===== src/pkg/gpb_pkg.sv =====
package gpb_pkg;

	// ****************************************
	// widths and address spaces
	// ****************************************
	localparam int unsigned PORT_WIDTH = 8;
	localparam int unsigned ADDR_WIDTH = 16;
	localparam int unsigned NUM_PORTS  = 3;

	// short io window sits this far below the data-space address
	localparam logic [15:0] IO_SPACE_OFFSET  = 16'h0020;
	localparam logic [15:0] IO_SPACE_LAST    = 16'h003f;
	localparam logic [15:0] EXT_IO_FIRST     = 16'h0060;

	// ****************************************
	// data-space offsets
	// ****************************************
	localparam logic [15:0] PORT_B_PIN_LEVELS_OFF   = 16'h0023;
	localparam logic [15:0] PORT_B_DIRECTION_OFF    = 16'h0024;
	localparam logic [15:0] PORT_B_OUTPUT_VALUE_OFF = 16'h0025;
	localparam logic [15:0] PORT_C_PIN_LEVELS_OFF   = 16'h0026;
	localparam logic [15:0] PORT_C_DIRECTION_OFF    = 16'h0027;
	localparam logic [15:0] PORT_C_OUTPUT_VALUE_OFF = 16'h0028;
	localparam logic [15:0] PORT_D_PIN_LEVELS_OFF   = 16'h0029;
	localparam logic [15:0] PORT_D_DIRECTION_OFF    = 16'h002a;
	localparam logic [15:0] PORT_D_OUTPUT_VALUE_OFF = 16'h002b;

	// registers of one port are three consecutive addresses
	localparam logic [15:0] PORT_STRIDE   = 16'h0003;
	localparam logic [15:0] PORT_BASE_OFF = PORT_B_PIN_LEVELS_OFF;

	// ****************************************
	// reset values
	// ****************************************
	localparam logic [7:0] DIRECTION_RST = 8'h00;
	localparam logic [7:0] OUTPUT_RST    = 8'h00;
	localparam logic [7:0] UNMAPPED_READ = 8'h00;

	// access kind on the core bus
	typedef enum logic [1:0] {
		GPB_ACC_IDLE = 2'b01,
		GPB_ACC_BUSY = 2'b10
	} gpb_acc_type;

endpackage


===== src/rtl/gpb_ports.sv =====
`timescale 1ns/1ps
module gpb_ports (
	// clock and reset
	input  wire logic                  ref_clk_i,
	input  wire logic                  sys_rst_i,
	// core bus: one-cycle strobes, io_space_i selects the short io address map
	input  wire logic                  bus_rd_i,
	input  wire logic                  bus_wr_i,
	input  wire logic                  io_space_i,
	input  wire logic [15:0]           bus_addr_i,
	input  wire logic [7:0]            bus_wdata_i,
	output logic      [7:0]            bus_rdata_o,
	output logic                       bus_hit_o,
	// virtual-port direction alias: port select 0=b 1=c 2=d
	input  wire logic                  vdir_wr_i,
	input  wire logic [1:0]            vdir_sel_i,
	input  wire logic [7:0]            vdir_wdata_i,
	output logic      [7:0]            vdir_rdata_o,
	// pull-up control from the core
	input  wire logic                  global_pullup_disable_i,
	// pins, ports packed b in [7:0], c in [15:8], d in [23:16]
	input  wire logic [23:0]           pin_i,
	output logic      [23:0]           pin_o,
	output logic      [23:0]           pin_oe_n_o,
	output logic      [23:0]           pin_pullup_o
);
	import gpb_pkg::*;

	// ****************************************
	// geometry checks
	// ****************************************
	// pin packing and the three-way decode are written for three byte-wide ports;
	// other sizes would silently misalign the pins, so they are refused here
	if (PORT_WIDTH != 8) begin : g_bad_width
		$error("gpb_ports serves byte-wide ports only");
	end
	if (NUM_PORTS != 3) begin : g_bad_count
		$error("gpb_ports serves exactly three ports");
	end
	if (ADDR_WIDTH != 16) begin : g_bad_addr
		$error("gpb_ports decodes a 16-bit address only");
	end

	// ****************************************
	// state
	// ****************************************
	// one packed record holds every flip-flop of the block
	typedef struct packed {
		logic [2:0][7:0] output_value;
		logic [2:0][7:0] direction;
		logic [2:0][7:0] sync1;
		logic [2:0][7:0] sync2;
		logic [7:0]      rdata;
		logic            hit;
	} gpb_state_type;

	gpb_state_type state_q;
	gpb_state_type state_d;

	// decode results, all combinational
	logic [15:0] data_addr;
	logic        addr_ok;
	logic [15:0] rel;
	logic [1:0]  port_idx;
	logic [1:0]  reg_idx;

	// ****************************************
	// address decode
	// ****************************************
	// short io addresses are rebased into data space; data space reached past the io window
	// extended io from 0x60 up never matches, so it stays out of short io reach
	always_comb begin
		data_addr = bus_addr_i;
		addr_ok   = 1'b1;
		if (io_space_i) begin
			addr_ok   = (bus_addr_i <= IO_SPACE_LAST);
			data_addr = bus_addr_i + IO_SPACE_OFFSET;
		end
		rel      = data_addr - PORT_BASE_OFF;
		port_idx = 2'd0;
		reg_idx  = 2'd0;
		if (rel < 16'h0003) begin
			port_idx = 2'd0;
			reg_idx  = rel[1:0];
		end else if (rel < 16'h0006) begin
			port_idx = 2'd1;
			reg_idx  = 2'(rel - PORT_STRIDE);
		end else if (rel < 16'h0009) begin
			port_idx = 2'd2;
			reg_idx  = 2'(rel - 16'h0006);
		end else begin
			addr_ok = 1'b0;
		end
		// unsigned wrap below the base also lands here
		if (data_addr < PORT_BASE_OFF) begin
			addr_ok = 1'b0;
		end
	end

	// ****************************************
	// next state
	// ****************************************
	// reg_idx 0 = pin levels, 1 = direction, 2 = output value
	// later assignments win, so the order below sets the priority
	always_comb begin
		state_d       = state_q;
		// two-stage synchroniser; only the second stage feeds the read path
		state_d.sync1 = pin_i;
		state_d.sync2 = state_q.sync1;
		// hit answers the strobe of this cycle for one cycle only
		state_d.hit   = (bus_rd_i | bus_wr_i) & addr_ok;
		state_d.rdata = state_q.rdata;
		// read data is captured once and stands until the next read or reset
		if (bus_rd_i) begin
			state_d.rdata = UNMAPPED_READ;
			if (addr_ok) begin
				case (reg_idx)
					2'd0:    state_d.rdata = state_q.sync2[port_idx];
					2'd1:    state_d.rdata = state_q.direction[port_idx];
					2'd2:    state_d.rdata = state_q.output_value[port_idx];
					default: state_d.rdata = UNMAPPED_READ;
				endcase
			end
		end
		// stores; a pin-levels store flips output bits instead of landing anywhere
		if (bus_wr_i && addr_ok) begin
			case (reg_idx)
				2'd0:    state_d.output_value[port_idx] =
					state_q.output_value[port_idx] ^ bus_wdata_i;
				2'd1:    state_d.direction[port_idx] = bus_wdata_i;
				2'd2:    state_d.output_value[port_idx] = bus_wdata_i;
				default: state_d.hit = 1'b0;
			endcase
		end
		// alias written last so it wins a same-cycle clash with a bus store
		if (vdir_wr_i && vdir_sel_i < 2'd3) begin
			state_d.direction[vdir_sel_i] = vdir_wdata_i;
		end
		// synchronous reset; the synchroniser stages are left free on purpose
		if (sys_rst_i) begin
			state_d.output_value = {NUM_PORTS{OUTPUT_RST}};
			state_d.direction    = {NUM_PORTS{DIRECTION_RST}};
			state_d.rdata        = UNMAPPED_READ;
			state_d.hit          = 1'b0;
		end
	end

	// synchronisers are not reset; pin levels carry no reset value
	// so a pin read right after reset shows whatever the pads held
	always_ff @(posedge ref_clk_i) begin
		state_q <= state_d;
	end

	// ****************************************
	// outputs
	// ****************************************
	// registered bus answer
	assign bus_rdata_o  = state_q.rdata;
	assign bus_hit_o    = state_q.hit;
	// alias read returns the real direction register
	assign vdir_rdata_o = (vdir_sel_i < 2'd3) ? state_q.direction[vdir_sel_i] : UNMAPPED_READ;

	// per-pin driver and pull-up
	// pull-up follows the disable input directly, so it drops in the same cycle
	for (genvar g = 0; g < 24; g++) begin : g_pin
		assign pin_o[g]        = state_q.output_value[g/8][g%8];
		assign pin_oe_n_o[g]   = ~state_q.direction[g/8][g%8];
		assign pin_pullup_o[g] = ~state_q.direction[g/8][g%8] &
			state_q.output_value[g/8][g%8] & ~global_pullup_disable_i;
	end

	// ****************************************
	// checks
	// ****************************************
	// attempts are off while reset is high; the reset checks run without that guard
	// an access is one strobe cycle, its answer shows one clock later

	// bus decode and address maps
	a_io_rebase_dir: assert property (@(posedge ref_clk_i) disable iff (sys_rst_i)
		(bus_wr_i && io_space_i && bus_addr_i == 16'h0004 && !vdir_wr_i)
		|=> state_q.direction[0] == $past(bus_wdata_i))
		else $error("short io write missed direction b");

	a_data_space_dir: assert property (@(posedge ref_clk_i) disable iff (sys_rst_i)
		(bus_wr_i && !io_space_i && bus_addr_i == PORT_D_DIRECTION_OFF && !vdir_wr_i)
		|=> state_q.direction[2] == $past(bus_wdata_i))
		else $error("data space write missed direction d");

	a_io_no_ext: assert property (@(posedge ref_clk_i) disable iff (sys_rst_i)
		(bus_wr_i && io_space_i && bus_addr_i >= 16'h0040) |=> !bus_hit_o)
		else $error("short io reached beyond its window");

	a_write_hit: assert property (@(posedge ref_clk_i) disable iff (sys_rst_i)
		(bus_wr_i && !io_space_i && bus_addr_i == PORT_C_OUTPUT_VALUE_OFF)
		|=> bus_hit_o)
		else $error("data space write to output c not answered");

	a_io_out_d: assert property (@(posedge ref_clk_i) disable iff (sys_rst_i)
		(bus_wr_i && io_space_i && bus_addr_i == PORT_D_OUTPUT_VALUE_OFF - IO_SPACE_OFFSET)
		|=> state_q.output_value[2] == $past(bus_wdata_i))
		else $error("short io write missed output d");

	a_io_read_c: assert property (@(posedge ref_clk_i) disable iff (sys_rst_i)
		(bus_rd_i && io_space_i && bus_addr_i == PORT_C_DIRECTION_OFF - IO_SPACE_OFFSET)
		|=> bus_rdata_o == $past(state_q.direction[1]))
		else $error("short io read of direction c wrong");

	a_unmapped_read: assert property (@(posedge ref_clk_i) disable iff (sys_rst_i)
		(bus_rd_i && !io_space_i && (bus_addr_i < PORT_B_PIN_LEVELS_OFF
			|| bus_addr_i > PORT_D_OUTPUT_VALUE_OFF))
		|=> (bus_rdata_o == UNMAPPED_READ && !bus_hit_o))
		else $error("unmapped read not refused");

	a_ext_no_write: assert property (@(posedge ref_clk_i) disable iff (sys_rst_i)
		(bus_wr_i && io_space_i && bus_addr_i > IO_SPACE_LAST && !vdir_wr_i)
		|=> ($stable(state_q.direction) && $stable(state_q.output_value)))
		else $error("short io beyond window changed a register");

	a_hit_once: assert property (@(posedge ref_clk_i) disable iff (sys_rst_i)
		bus_hit_o |-> $past(bus_rd_i || bus_wr_i))
		else $error("hit without a strobe");

	// register contents
	a_reset_clears: assert property (@(posedge ref_clk_i)
		sys_rst_i |=> (state_q.direction == '0 && state_q.output_value == '0))
		else $error("registers not cleared by reset");

	a_out_reset_pins: assert property (@(posedge ref_clk_i)
		sys_rst_i |=> (pin_oe_n_o == '1 && pin_o == '0))
		else $error("pins not released by reset");

	a_pin_toggle: assert property (@(posedge ref_clk_i) disable iff (sys_rst_i)
		(bus_wr_i && !io_space_i && bus_addr_i == PORT_C_PIN_LEVELS_OFF)
		|=> state_q.output_value[1] == ($past(state_q.output_value[1]) ^ $past(bus_wdata_i)))
		else $error("pin write did not toggle port c");

	a_pin_no_store: assert property (@(posedge ref_clk_i) disable iff (sys_rst_i)
		(bus_wr_i && !io_space_i && bus_addr_i == PORT_B_PIN_LEVELS_OFF && !vdir_wr_i)
		|=> $stable(state_q.direction))
		else $error("pin write changed a direction");

	a_rdata_holds: assert property (@(posedge ref_clk_i) disable iff (sys_rst_i)
		!bus_rd_i |=> $stable(bus_rdata_o))
		else $error("read data moved without a read");

	a_vdir_alias: assert property (@(posedge ref_clk_i) disable iff (sys_rst_i)
		(vdir_wr_i && vdir_sel_i == 2'd1) |=> state_q.direction[1] == $past(vdir_wdata_i))
		else $error("virtual direction write lost");

	a_vdir_wins: assert property (@(posedge ref_clk_i) disable iff (sys_rst_i)
		(vdir_wr_i && vdir_sel_i == 2'd0 && bus_wr_i && !io_space_i
			&& bus_addr_i == PORT_B_DIRECTION_OFF)
		|=> state_q.direction[0] == $past(vdir_wdata_i))
		else $error("alias lost a same-cycle clash");

	a_vdir_none: assert property (@(posedge ref_clk_i) disable iff (sys_rst_i)
		vdir_sel_i == 2'd3 |-> vdir_rdata_o == UNMAPPED_READ)
		else $error("alias read with no port selected");

	// pins
	a_pin_read: assert property (@(posedge ref_clk_i) disable iff (sys_rst_i)
		(bus_rd_i && !io_space_i && bus_addr_i == PORT_B_PIN_LEVELS_OFF)
		|=> bus_rdata_o == $past(pin_i[7:0], 3))
		else $error("pin read not the synchronised level");

	a_pin_read_d: assert property (@(posedge ref_clk_i) disable iff (sys_rst_i)
		(bus_rd_i && io_space_i && bus_addr_i == PORT_D_PIN_LEVELS_OFF - IO_SPACE_OFFSET)
		|=> bus_rdata_o == $past(pin_i[23:16], 3))
		else $error("short io pin read of port d wrong");

	a_dir_drive: assert property (@(posedge ref_clk_i) disable iff (sys_rst_i)
		(bus_wr_i && !io_space_i && bus_addr_i == PORT_B_DIRECTION_OFF && !vdir_wr_i)
		|=> pin_oe_n_o[7:0] == ~$past(bus_wdata_i))
		else $error("output enable not following direction");

	a_pullup_gate: assert property (@(posedge ref_clk_i) disable iff (sys_rst_i)
		global_pullup_disable_i |-> pin_pullup_o == '0)
		else $error("pull-up on while globally disabled");

	a_pullup_cross: assert property (@(posedge ref_clk_i) disable iff (sys_rst_i)
		!global_pullup_disable_i |-> pin_pullup_o == (pin_oe_n_o & pin_o))
		else $error("pull-up not set by input with output one");

endmodule


===== config.mk =====
export PLATFORM = sky130hd
export DESIGN_NAME = gpb_ports
export DESIGN_NICKNAME = d
export VERILOG_FILES = /design/src/pkg/gpb_pkg.sv /design/src/rtl/gpb_ports.sv
export SDC_FILE = /design/constraint.sdc
export NUM_CORES = 1
export LEC_CHECK = 0
export BUFFER_PORTS_ARGS = -buffer_cell sky130_fd_sc_hd__buf_2
export CAP_MARGIN = 20
export CORE_MARGIN = 2
export CORE_UTILIZATION = 25
export CTS_CLUSTER_SIZE = 10
export DETAILED_ROUTE_END_ITERATION = 16
export PLACE_DENSITY_LB_ADDON = 0.25
export RECOVER_POWER = 50
export SYNTH_ARGS = -nofsm -noshare
export SYNTH_HDL_FRONTEND = slang
export SYNTH_SLANG_ARGS = --single-unit

===== constraint.sdc =====
create_clock -name ref_clk_i -period 4.1 [get_ports ref_clk_i]
set_input_delay 0.82 -clock ref_clk_i [delete_from_list [all_inputs] [get_ports ref_clk_i]]
set_output_delay 0.82 -clock ref_clk_i [all_outputs]
set_load 0.05 [all_outputs]

; ---- After elaboration in Yosys (flattened, before gate mapping)
; Index checks and enable logic that the tools add are counted.
[totals]
reg_bits = 105
elab_cells = 151
[op_classes]
n_addsub = 4
magnitude_cmp = 10
n_eq_ne = 2
mux = 37
bitwise_logic = 76
reduce_logical = 8
[op_table]
columns = op, count
row1 = $bwmux 24, 4
row2 = $mux 24, 3
row3 = $bmux 8 s2, 4
row4 = $mux 8, 8
row5 = $and 1x1->1, 49
row6 = $pmux 24 s2, 1
row7 = $demux 8 s2, 2
row8 = $not 1->1, 25
row9 = $pmux 8 s3, 1
row10 = $add 16x6->16 const B, 1
row11 = $le 16x6->1 const B, 1
row12 = $lt 16x2->1 const B, 1
row13 = $lt 16x3->1 const B, 1
row14 = $lt 16x4->1 const B, 1
row15 = $lt 16x6->1 const B, 1
row16 = $mux 16, 1
row17 = $sub 16x6->16 const B, 1
row18 = $mux 2, 6
row19 = $xor 8x8->8, 1
row20 = $mux 1, 7
row21 = $lt 2x3->1 const B, 2
row22 = $ge 2x1->1 const B, 2
row23 = $logic_and 1x1->1, 4
row24 = $sub 2x2->2 const B, 2
row25 = 8 further kinds, 8

; ---- Depth between registers and ports, before layout
[depth]
word_depth = 16
depth_mapped = 15
depth_no_buf = 11

; ---- Worst setup path after synthesis
; No wires, ideal clock.
[synth_path]
path_kind = input port to flip-flop
startpoint = input bus_addr_i[5]
endpoint = register state_q[71] (netlist name)
t_arrival_ns = 3.750
required_time_ns = 4.014
setup_slack_ns = 0.264
stages = 12
n_path_buf = 2
cell_sequence = ha_1 -> buf_2 -> nand4_1 -> xor2_1 -> or4_1 -> o311a_1 -> a221oi_4 -> nand3_4 -> or4_1 -> buf_4 -> mux2i_1 -> a211oi_1
[synth_between]
elab_chain_len = 16
elab_cells_between_ends = 31
cone_classes = add/sub (2) / order compare (7) / eq/ne (1) / mux (19) / reduce/logical (2)
[synth_lines]
columns = element, line
row1 = from (decl), gpb_ports.sv:10  ; input wire logic [15:0] bus_addr_i,
row2 = $add 16x6->16, gpb_ports.sv:77  ; data_addr = bus_addr_i + IO_SPACE_OFFSET;
row3 = $mux 16, gpb_ports.sv:75  ; if (io_space_i) begin
row4 = $sub 16x6->16, gpb_ports.sv:79  ; rel = data_addr - PORT_BASE_OFF;
row5 = $lt 16x4->1, gpb_ports.sv:88  ; end else if (rel < 16'h0009) begin
row6 = $mux 2, gpb_ports.sv:88
row7 = $mux 2, gpb_ports.sv:85  ; end else if (rel < 16'h0006) begin
row8 = $mux 2, gpb_ports.sv:82  ; if (rel < 16'h0003) begin
row9 = $lt 2x3->1 (not written as such) or $ge 2x1->1 (tied branches), gpb_ports.sv:130  ; 2'd1: state_d.direction[port_idx] = bus_wdata_i;
row10 = $logic_and 1x1->1 (not written as such), gpb_ports.sv:130
row11 = $mux 8 (not written as such), gpb_ports.sv:130
row12 = $demux 8 s2, gpb_ports.sv:130
row13 = $bwmux 24, gpb_ports.sv:130
row14 = $mux 24, gpb_ports.sv:127  ; case (reg_idx)
row15 = $mux 24 *, gpb_ports.sv:126  ; if (bus_wr_i && addr_ok) begin
row16 = $bwmux 24, gpb_ports.sv:137  ; state_d.direction[vdir_sel_i] = vdir_wdata_i;
row17 = $mux 24 *, gpb_ports.sv:136  ; if (vdir_wr_i && vdir_sel_i < 2'd3) begin
row18 = to (signal assigned), gpb_ports.sv:151  ; state_q <= state_d;
row19 = to (decl), gpb_ports.sv:57  ; gpb_state_type state_q;
; Mark *: on every way between the ends. The rest lies on a longest branch, timed or not.
; A chain may end at the register's enable or synchronous reset.

; ---- Final worst setup path
[layout_path]
startpoint = input bus_addr_i[1]
endpoint = register state_q[68] (netlist name)
; Same word-level chain as after synthesis.

==> summary.txt <==
Global routing
  – All-Layer GR Usage: 0.159
  – Largest net degree at the start of global routing: 31
  – First-pass GRT wire length: just under 30 mm
  – Initial antenna violation count: 0
  – Total grt overflow: 0
  – Vias in the first global route: ~5,000

CTS
  – Root Buffer: clkbuf_16
  – Clk_lat worst skew: 360 ps
  – Hold_buf cts: 0
  – Clock slew at reported path FFs: 80 ps
  – CTS sink cnt: ~110
  – CTS tree: yes
  – # Post-CTS Setup Buffers: 0
  – Cts repair resizes: 0
  – Cts bufs inserted: 9
  – H-tree depth: 3
  – Longest Clk Path Bufs: 2

STA
  – Slew Limit Fails: 0
  – Final Hold Viols: 0
  – Clock skew: between 9 and 10 ps
  – Worst Max-Slew Pin Slew: 997 ps
  – Setup violators final: 0
  – Period utilisation layout: 0.925
  – Minimum hold slack: about 320 ps
  – RSZ-0062 raised after global routing: no
  – F_max: ~260 MHz
  – Slew headroom: 0.330
  – Crit path time final: around 3800 ps

Floorplanning
  – Core area: about 0.023 sq mm
  – Die height: 156 um
  – Starting Density: 0.255
  – I/O Pins: 154
  – Die area: 0.0244 sq mm
  – Cell Rows: 55
  – Die extent in x: 156 um

Cells and area
  – Fin nets: 869
  – Inserted Diodes: 0
  – Area Overhead vs Synth: 20.7%
  – Fill count: ~2,500
  – Layout cells sized above 1: 0.225
  – Final core utilization: 0.308

Detailed routing
  – Via count: 5,300
  – WL final: around 19 mm
  – Top sig layer: met4
  – Drc violations: 0
  – Post-route ant nets: 0
  – Initial drt markers: 215
  – Met1 WL: 8.72 mm
  – Met2 wire len: 9.29 mm
  – Average vias per placed instance: roughly 4.9
  – Drt first pass iters: 4
  – WL/cell: between 15 and 20 um
  – Met3 WL: roughly 1.2 mm

Placement
  – Gpl congestion: between 0.8 and 0.9
  – DP Wirelength: 14.7 mm
  – Port-buffer cells: 153

Critical path
  – Worst setup path class: primary input to flip-flop
  – CP cell instances: buf_2 -> ha_1 -> or3_1 -> o21bai_1 -> and3_1 -> o211ai_1 -> a221oi_4 -> buf_4 -> nand3_4 -> or4_1 -> buf_4 -> mux2i_1 -> a211oi_1
  – WP data arrival: 4060 ps
  – Worst path required time: 4370 ps
  – Startpoint types: primary input
  – Critical-path top delay cell: or4_1
  – Worst Setup End Kind: flip-flop
  – WP buf/inv: 3
  – Max FO, Critical Path: 8
  – Family with the most delay on the worst path: simple AND/OR/NAND/NOR gates
  – Most frequent CP cell: buf_4
  – CP peak stage delay: about 530 ps

Synthesis
  – Syn nets: ~750
  – Synth Cell Area: 0.00580 sq mm
  – Top-count cell post-synth: dfxtp_1
  – Synth Instances: a little under 700
  – Synth top area share: 0.363
  – Yosys reg bits: between 100 and 150
  – Seq/Total Area, Yosys: 0.363
  – Largest cells by area after synthesis: dfxtp_1 36%, mux2i_1 7.6%, buf_4 4.7%
  – Asr flop ratio synth: 0
  – Post-synth EDFFs: 0
  – Syn_area_per_cell: between 8 and 9 sq um
  – Synth top cells by count: 105 x dfxtp_1, 71 x nor2_1, 44 x mux2i_1
  – Leading area contributor after synthesis: dfxtp_1
  – Ys Warns: 0
  – Synth cell types: 64
  – Dominant synthesized flop cell: dfxtp_1

Pwr
  – Max IR drop VDD: between 0.3 and 0.4 mV
  – Power per cell area: 327 mW/mm^2
  – Total power: between 2000 and 2500 uW
  – Lkg Pwr: 0.00286 uW

Status
  – Status: completed

Hold path
  – Worst min path class: flip-flop to flip-flop

Run
  – Max Cap Violations: 0
registers in the layout (all words and copies together), names as in the netlist:
| signal | flops |
|---|---|
| bus_hit_o | 1 |
| bus_rdata_o | 8 |
| pin_o | 24 |
| state_d | 24 |
| state_q | 48 |
worst register-to-register path, stage by stage (launching register included):
cell and delay [ps]:
dfxtp_1 450, nor2_1 90, nor2_1 210, o22ai_1 130, o311a_1 330, nor3_1 120
worst paths after layout:
| kind | start | end | slack [ps] | cells after the start |
|---|---|---|---|---|
| max | bus_addr_i[1] | state_q[68] | 310 | 13 |
| min | state_d[27] | state_q[27] | 320 | 0 |
| max reg2reg | pin_o[17] | pin_o[17] | 2690 | 5 |
| min reg2reg | state_d[27] | state_q[27] | 320 | 0 |
final cells by class:
| class | instances | area (sq um) | area share |
|---|---|---|---|
| multi-input combinational | 463 | 3130 | 0.447 |
| sequential | 105 | 2100 | 0.300 |
| timing repair buffer | 188 | 977 | 0.140 |
| tap | 285 | 357 | 0.0509 |
| clock buffer | 10 | 239 | 0.0341 |
| inverter | 34 | 128 | 0.0182 |
| clock inverter | 6 | 70.1 | 0.0100 |
routing by layer:
metal	global-route usage	vias up
li1	-	2667
met1	0.204	2483
met2	0.270	139
met3	0.0343	11
met4	0.0384	0
met5	0	-
cell families (layout without fill, tap and decap cells):
kind of cell,after synthesis,in the layout,share of synthesized area
DFF,105,105,0.363
adders and majority gates,3,3,0.00648
muxes,45,45,0.0779
AOI/OAI and AO/OA,166,166,0.209
buffers and inverters,111,238,0.0989
xor gates and xnor gates,28,28,0.0423
and+or+nand+nor,221,221,0.203
per-stage QoR:
stage	setup TNS (ps)	setup WS (ps)	instances	cell area [sq um]
after global placement	0	0.433	1074	6750
after global routing	0	81.3	1091	7000
final	0	308	1091	7000
after detailed placement	-200	-55.3	1074	6750
after CTS	0	324	1090	7060
after floorplan	0	264	679	5800
power breakdown:
group,internal [uW],switching (uW)
Clock,448,425
Combinational,112,227
Sequential,1050,24.7
cells in the final DEF (no fill, tap or decap), types with 10 or more instances in the layout:
master	n
nor3b_1	24
buf_4	33
nand2_1	41
o211ai_1	17
inv_1	34
o21ai_1	14
buf_2	105
mux2i_1	44
o21ai_0	25
nor3_1	16
nand3_1	16
a211oi_1	22
a22oi_1	10
dfxtp_1	105
nor2_1	71
clkbuf_1	49
a21oi_1	12
xnor2_1	24
o22ai_1	17
(Power assumes the default switching activity.)
